--- src/pkg/bdtc_defines.vh ---
// Constants for the backplane data transfer slave
`ifndef BDTC_DEFINES_VH
`define BDTC_DEFINES_VH
`define BDTC_CLK_NS 40
`define BDTC_ADDR_W 22
`define BDTC_IO_LOW_BITS 13
`define BDTC_DATA_W 16
`define BDTC_REPLY_MAX_NS 8
`define BDTC_DATA_LEAD_NS 125
`define BDTC_REL_GAP_NS 100
`define BDTC_PAR_ERR_BIT 16
`define BDTC_PAR_EN_BIT 17
`define BDTC_BYTE_SEL_BIT 0
`define BDTC_MEM_DEPTH_LOG2 8
`define BDTC_IO_BASE 13'h1f00
`endif

--- src/hdl/bdtc_mem.v ---
// Word memory with registered read data for the bus slave
`default_nettype none
module bdtc_mem #(
    parameter AW = 8,
    parameter DW = 16
) (
    input wire clk,
    input wire we,
    input wire [1:0] be,
    input wire [AW-1:0] addr,
    input wire [DW-1:0] wdata,
    output reg [DW-1:0] rdata
);
    // Storage array
    reg [DW-1:0] mem [0:(1<<AW)-1];
    // Byte-lane write, registered read
    always @(posedge clk)
    begin
        if (we && be[0])
            mem[addr][7:0] <= wdata[7:0];
        if (we && be[1])
            mem[addr][15:8] <= wdata[15:8];
        rdata <= mem[addr];
    end
endmodule // bdtc_mem
`default_nettype wire

--- src/hdl/bdtc_slave.v ---
// Backplane data transfer slave: address latch, read, write, rmw, block
`default_nettype none
`include "bdtc_defines.vh"
module bdtc_slave #(
    parameter IO_SLAVE = 1,
    parameter MEM_IN_IO = 0,
    parameter [21:0] MEM_BASE = 22'h000000,
    parameter MEM_AW = `BDTC_MEM_DEPTH_LOG2
) (
    input wire clk,
    input wire srst,
    input wire [21:0] mux_addr_data_lines_n_in,
    output reg [21:0] mux_addr_data_lines_n_out,
    output reg mux_addr_data_lines_oe_n,
    input wire cycle_sync_strobe_n,
    input wire data_in_strobe_n,
    input wire data_out_strobe_n,
    input wire write_byte_control_n,
    input wire io_page_select_n,
    output reg slave_reply_strobe_n,
    output reg slave_selected,
    output reg parity_error_flag
);
    // Timing counts derived from ns figures at the clock rate
    localparam REPLY_MAX_CYC = (`BDTC_REPLY_MAX_NS / `BDTC_CLK_NS) < 1 ? 1 :
        (`BDTC_REPLY_MAX_NS / `BDTC_CLK_NS);
    localparam LEAD_CYC = (`BDTC_DATA_LEAD_NS / `BDTC_CLK_NS) < 1 ? 1 :
        (`BDTC_DATA_LEAD_NS / `BDTC_CLK_NS);
    // Sequencer states
    localparam [2:0] ST_IDLE = 3'h0;
    localparam [2:0] ST_SEL = 3'h1;
    localparam [2:0] ST_RD = 3'h2;
    localparam [2:0] ST_RDHOLD = 3'h3;
    localparam [2:0] ST_WR = 3'h4;
    localparam [2:0] ST_WRHOLD = 3'h5;
    localparam [2:0] ST_NOSEL = 3'h6;

    // Two-flop synchronisers on all pin inputs
    reg [21:0] dal_s1;
    reg [21:0] dal_s2;
    reg [4:0] ctl_s1;
    reg [4:0] ctl_s2;
    always @(posedge clk)
    begin
        dal_s1 <= ~mux_addr_data_lines_n_in;
        dal_s2 <= dal_s1;
        ctl_s1 <= ~{cycle_sync_strobe_n, data_in_strobe_n, data_out_strobe_n,
                    write_byte_control_n, io_page_select_n};
        ctl_s2 <= ctl_s1;
    end
    // Asserted-high views of the strobes
    wire sync = ctl_s2[4];
    wire din = ctl_s2[3];
    wire dout = ctl_s2[2];
    wire wtbt = ctl_s2[1];
    wire bs7 = ctl_s2[0];

    // Address match; an I/O slave ignores bits 21..13
    function hit;
        input [21:0] a;
        input io;
        begin
            if (IO_SLAVE != 0)
                hit = io && (a[12:MEM_AW+1] == `BDTC_IO_BASE >> (MEM_AW + 1));
            else
                hit = (!io || (MEM_IN_IO != 0)) &&
                    (a[21:MEM_AW+1] == MEM_BASE[21:MEM_AW+1]);
        end
    endfunction

    // Latched cycle context
    reg [2:0] state;
    reg [MEM_AW-1:0] word_addr;
    reg write_class;
    reg byte_hi;
    // Last transfer under this sync was a read, so a write now is rmw
    reg rd_last;
    reg [3:0] lead_cnt;
    reg mem_we;
    reg [1:0] mem_be;
    reg [15:0] mem_wdata;
    wire [15:0] mem_rdata;

    // Storage behind the slave
    bdtc_mem #(
        .AW(MEM_AW),
        .DW(`BDTC_DATA_W)
    ) u_mem (
        .clk(clk),
        .we(mem_we),
        .be(mem_be),
        .addr(word_addr),
        .wdata(mem_wdata),
        .rdata(mem_rdata)
    );

    // Main handshake sequencer
    always @(posedge clk)
    begin
        if (srst)
        begin
            state <= ST_IDLE;
            word_addr <= {MEM_AW{1'b0}};
            write_class <= 1'b0;
            byte_hi <= 1'b0;
            rd_last <= 1'b0;
            lead_cnt <= 4'h0;
            mem_we <= 1'b0;
            mem_be <= 2'h0;
            mem_wdata <= 16'h0000;
            mux_addr_data_lines_n_out <= 22'h3fffff;
            mux_addr_data_lines_oe_n <= 1'b1;
            slave_reply_strobe_n <= 1'b1;
            slave_selected <= 1'b0;
            parity_error_flag <= 1'b0;
        end
        else
        begin
            mem_we <= 1'b0;
            case (state)
                ST_IDLE:
                begin
                    // Capture address on sync assertion
                    if (sync)
                    begin
                        if (hit(dal_s2, bs7))
                        begin
                            word_addr <= dal_s2[MEM_AW:1];
                            write_class <= wtbt;
                            byte_hi <= dal_s2[`BDTC_BYTE_SEL_BIT];
                            rd_last <= 1'b0;
                            slave_selected <= 1'b1;
                            state <= ST_SEL;
                        end
                        else
                            state <= ST_NOSEL;
                    end
                end
                ST_SEL:
                begin
                    // Selection stands while sync is held
                    if (!sync)
                    begin
                        slave_selected <= 1'b0;
                        state <= ST_IDLE;
                    end
                    else if (din)
                    begin
                        // Reply at once; data follows from the memory register
                        slave_reply_strobe_n <= 1'b0;
                        lead_cnt <= 4'h0;
                        state <= ST_RD;
                    end
                    else if (dout)
                    begin
                        // Write after write address or rmw input
                        mem_we <= 1'b1;
                        mem_wdata <= dal_s2[15:0];
                        parity_error_flag <= dal_s2[`BDTC_PAR_ERR_BIT];
                        // Rmw output goes back to the word just read
                        if (rd_last)
                            word_addr <= word_addr - 1'b1;
                        rd_last <= 1'b0;
                        // Byte lane follows write/byte control in the data phase
                        if (wtbt)
                            mem_be <= byte_hi ? 2'h2 : 2'h1;
                        else
                            mem_be <= 2'h3;
                        slave_reply_strobe_n <= 1'b0;
                        state <= ST_WR;
                    end
                end
                ST_RD:
                begin
                    // Drive data after data-in, within lead of reply
                    mux_addr_data_lines_oe_n <= 1'b0;
                    mux_addr_data_lines_n_out <= ~{1'b0, 1'b0, 1'b0, 1'b0, 1'b0,
                        1'b0, mem_rdata};
                    if (lead_cnt < LEAD_CYC[3:0])
                        lead_cnt <= lead_cnt + 4'h1;
                    state <= ST_RDHOLD;
                end
                ST_RDHOLD:
                begin
                    // Reply drops first; data released a cycle later
                    if (!din)
                    begin
                        slave_reply_strobe_n <= 1'b1;
                        rd_last <= 1'b1;
                        // Next word of a block follows on the next strobe
                        word_addr <= word_addr + 1'b1;
                        state <= ST_SEL;
                    end
                    if (slave_reply_strobe_n)
                        mux_addr_data_lines_oe_n <= 1'b1;
                end
                ST_WR:
                begin
                    // Hold reply until data-out drops
                    if (!dout)
                    begin
                        slave_reply_strobe_n <= 1'b1;
                        word_addr <= word_addr + 1'b1;
                        state <= ST_SEL;
                    end
                end
                ST_NOSEL:
                begin
                    // Unselected: wait out the cycle
                    mux_addr_data_lines_oe_n <= 1'b1;
                    if (!sync)
                    begin
                        slave_selected <= 1'b0;
                        state <= ST_IDLE;
                    end
                end
                default:
                    state <= ST_IDLE;
            endcase
            // Release read drivers once reply has been negated
            if (state == ST_SEL && !din)
                mux_addr_data_lines_oe_n <= 1'b1;
        end
    end
endmodule // bdtc_slave
`default_nettype wire

--- config.mk ---
export PLATFORM = sky130hd
export DESIGN_NAME = bdtc_slave
export DESIGN_NICKNAME = d
export VERILOG_FILES = /design/src/hdl/bdtc_mem.v /design/src/hdl/bdtc_slave.v
export VERILOG_INCLUDE_DIRS = /design/src /design/src/pkg
export SDC_FILE = /design/constraint.sdc
export NUM_CORES = 2
export LEC_CHECK = 0
export ABC_CLOCK_PERIOD_IN_PS = 4500
export BUFFER_PORTS_ARGS = -buffer_cell sky130_fd_sc_hd__clkbuf_2
export CAP_MARGIN = 20
export CORE_MARGIN = 4
export CORE_UTILIZATION = 56
export CTS_CLUSTER_SIZE = 14
export DETAILED_ROUTE_END_ITERATION = 8
export PLACE_DENSITY = 0.74
export RECOVER_POWER = 50
export SYNTH_ARGS = -nofsm -noshare
export SYNTH_HDL_FRONTEND = slang
export SYNTH_HIERARCHICAL = 1
export SYNTH_SLANG_ARGS = --single-unit
--- constraint.sdc ---
create_clock -name clk -period 4.5 [get_ports clk]
set_input_delay 0.225 -clock clk [delete_from_list [all_inputs] [get_ports clk]]
set_output_delay 0.225 -clock clk [all_outputs]
set_load 0.02 [all_outputs]
==> metrics.yaml <==
status: "complete, but fails checks"
violations: "capacitance limit, slew limit"
final_util: 0.629
cts_max_path_buffers: 4
ys_types: 63
ys_seq_elements: 4208
wl_met1_mm: 138
grt_max_degree: 218
grt_pass1_vias: 79900
drt-pass1-iter-count: 8
die_w_um: 543
timing.final.max_slew_violations: 2628
syn_to_final_growth_pct: 11.8
cts_tree: "built"
wire_per_inst_um: 32.4
ir_drop_uv: 419
die_h_um: 543
gp_congestion: 0.846
finalCriticalPeriod_ns: 4.08
top_layer: "met5"
dp_hpwl_mm: 219
clkTransAtPathRegs_ns: 0.06
clock_tree.root_cell: "clkbuf_16"
ant_nets: 0
final_nets: 7750
initial_utilization: 0.562
coreArea_um2: 285000
power_mw: 93.1
via_per_inst: 6.72
drt_iter0_markers: 11200
fmax_mhz: 245
netlist_instances: 7415
synth_edf_count: 4096
yosys_warnings: 6
totalWireLength_mm: 382
syn_avg_cell_area_um2: 21.6
rrSetupSlack_ns: 0.42
finalCritPeriodShare: 0.908
hold_class: "in2reg"
dieArea_um2: 295000
cts_resized: 0
worst_slew_pin_slew_ns: 3.76
cts.sinks: 4208
crit_fanout: 58
power_density_nw_per_um2: 520
leakage_nw: 54.9
fillCellCount: 18200
critPathCaptureType: "register"
overflow: 0
synth_flop_cell: "edfxtp_1"
slew_headroom: -1.51
drive_gt1_frac: 0.243
synthArstFlopShare: 0
mostFrequentLayoutCells: "edfxtp_1 (4096), mux4_2 (1024), nor2_1 (535)"
criticalPathCategory: "reg2reg"
routed-wl-met2_mm: 185
critPathArrivalTime_ns: 4.43
wl_met3_mm: 44.8
cts_buffers: 403
drc: 0
layout_commonest_cell: "edfxtp_1"
drv_cap: 29
rsz0062_at_grt: "no"
grt_usage: 0.260
seq_area_frac_synth: 0.781
setup_viol: 0
row_count: 196
finalSetupTns_ns: 0
holdWs_ns: 0.0216
syn_area_um2: 160000
grt_antenna_before_repair: 18
numPortBuffers: 43
vias: 79300
hold_viol: 0
startpoint_type: "register"
required_ns: 4.85
grt_pass1_wl_mm: 561
finClkSkew_ns: 0.0605
clock_latency_ns: 0.92
cts.htree.levels: 5
top_level_ports: 55
-- synthesized netlist by cell type, drive strengths merged, types with 2 or more instances --
| cell | count | area [µm²] |
|---|---|---|
| a311oi | 2 | 23.8 |
| nand2b | 5 | 31.3 |
| o311a | 2 | 20.0 |
| mux4 | 1024 | 23100 |
| dfxtp | 112 | 2240 |
| and3 | 2 | 12.5 |
| nor3b | 3 | 33.8 |
| a21o | 2 | 15.0 |
| o211ai | 19 | 143 |
| o21ai | 12 | 60.1 |
| nor4b | 2 | 23.8 |
| nand2 | 85 | 319 |
| inv | 28 | 105 |
| a211oi | 5 | 52.6 |
| and2 | 8 | 50.1 |
| o21a | 3 | 22.5 |
| edfxtp | 4096 | 123000 |
| a22oi | 512 | 3840 |
| ha | 6 | 75.1 |
| mux2i | 4 | 40.0 |
| clkbuf | 283 | 1060 |
| a2111oi | 2 | 17.5 |
| a31o | 3 | 26.3 |
| nand3 | 39 | 200 |
| nand4 | 24 | 150 |
| or2 | 5 | 31.3 |
| buf | 202 | 1230 |
| nor3 | 7 | 35.0 |
| o41ai | 64 | 636 |
| a21oi | 287 | 1450 |
| or3 | 2 | 12.5 |
| a32oi | 2 | 25.0 |
| nor2 | 538 | 2020 |
| nor2b | 13 | 81.3 |
-- worst max-delay path: stages, from the launching register on --
cell and delay [ns]:
dfxtp_1 1.41, buf_16 0.31, clkbuf_1 1.67
-- registers in the layout (all words and copies together) (netlist names) --
signal,count
ctl_s2,5
word_addr,8
mem_wdata,16
mem_we,1
parity_error_flag,1
rd_last,1
slave_selected,1
byte_hi,1
state,3
mem_be,2
u_mem/rdata,16
dal_s1,17
u_mem/mem,4096
mux_addr_data_lines_oe_n,1
slave_reply_strobe_n,1
mux_addr_data_lines_n_out,16
ctl_s1,5
dal_s2,17
-- worst paths after layout --
| check | startpoint | endpoint | cells after the start |
|---|---|---|---|
| worst max-delay path | mem_wdata[5]$_SDFFE_PP0P_ | u_mem/mem[19][5]$_DFFE_PP_ | 2 |
| worst min-delay path | mux_addr_data_lines_n_in[3] | dal_s1[3]$_DFF_P_ | 3 |
| worst max register to register | mem_wdata[5]$_SDFFE_PP0P_ | u_mem/mem[19][5]$_DFFE_PP_ | 2 |
| worst min register to register | dal_s1[7]$_DFF_P_ | dal_s2[7]$_DFF_P_ | 0 |
-- where the power goes --
group          switching [mW]  total [mW]  internal (mW)
Combinational            9.98        16.9           6.93
Clock                    14.1        32.8           18.8
Sequential              0.491        43.3           42.8
-- cells by family after synthesis --
| group | synth area share |
|---|---|
| mux | 0.144 |
| simple gates | 0.0189 |
| flops | 0.781 |
| buf+inv | 0.0149 |
| compound gates | 0.0398 |
| other cells | 0.0000234 |
| fa+ha+maj | 0.000593 |
-- layout make-up --
type	count	area, µm²	area share
Clock buffer	506	10700	0.0600
Multi-Input combinational cell	2699	32800	0.183
Timing Repair Buffer	374	3490	0.0195
Clock inverter	220	1990	0.0111
Tap cell	3762	4710	0.0263
Inverter	28	105	0.000587
Sequential cell	4208	125000	0.699
Antenna cell	7	17.5	0.0000978
-- metal layers --
| layer | global-route usage | vias to the layer above |
|---|---|---|
| li1 | - | 31800 |
| met1 | 0.368 | 41500 |
| met3 | 0.0556 | 811 |
| met5 | 0 | - |
| met2 | 0.407 | 5158 |
| met4 | 0.0933 | 6 |
-- per-stage QoR --
stage,setup WS [ns],area [µm²],std cells
after global routing,0.221,179000,11800
after global placement,0.674,166000,11000
after detailed placement,0.731,166000,11000
after floorplan,0.247,160000,7420
final,0.416,179000,11800
after CTS,0.655,179000,11800
-- timing repair --
item,4_1_cts,5_1_grt
setup buffers,0,0
hold endpoints to repair,22,0
hold buffers,41,0
Power figures use the tool's default switching activity.
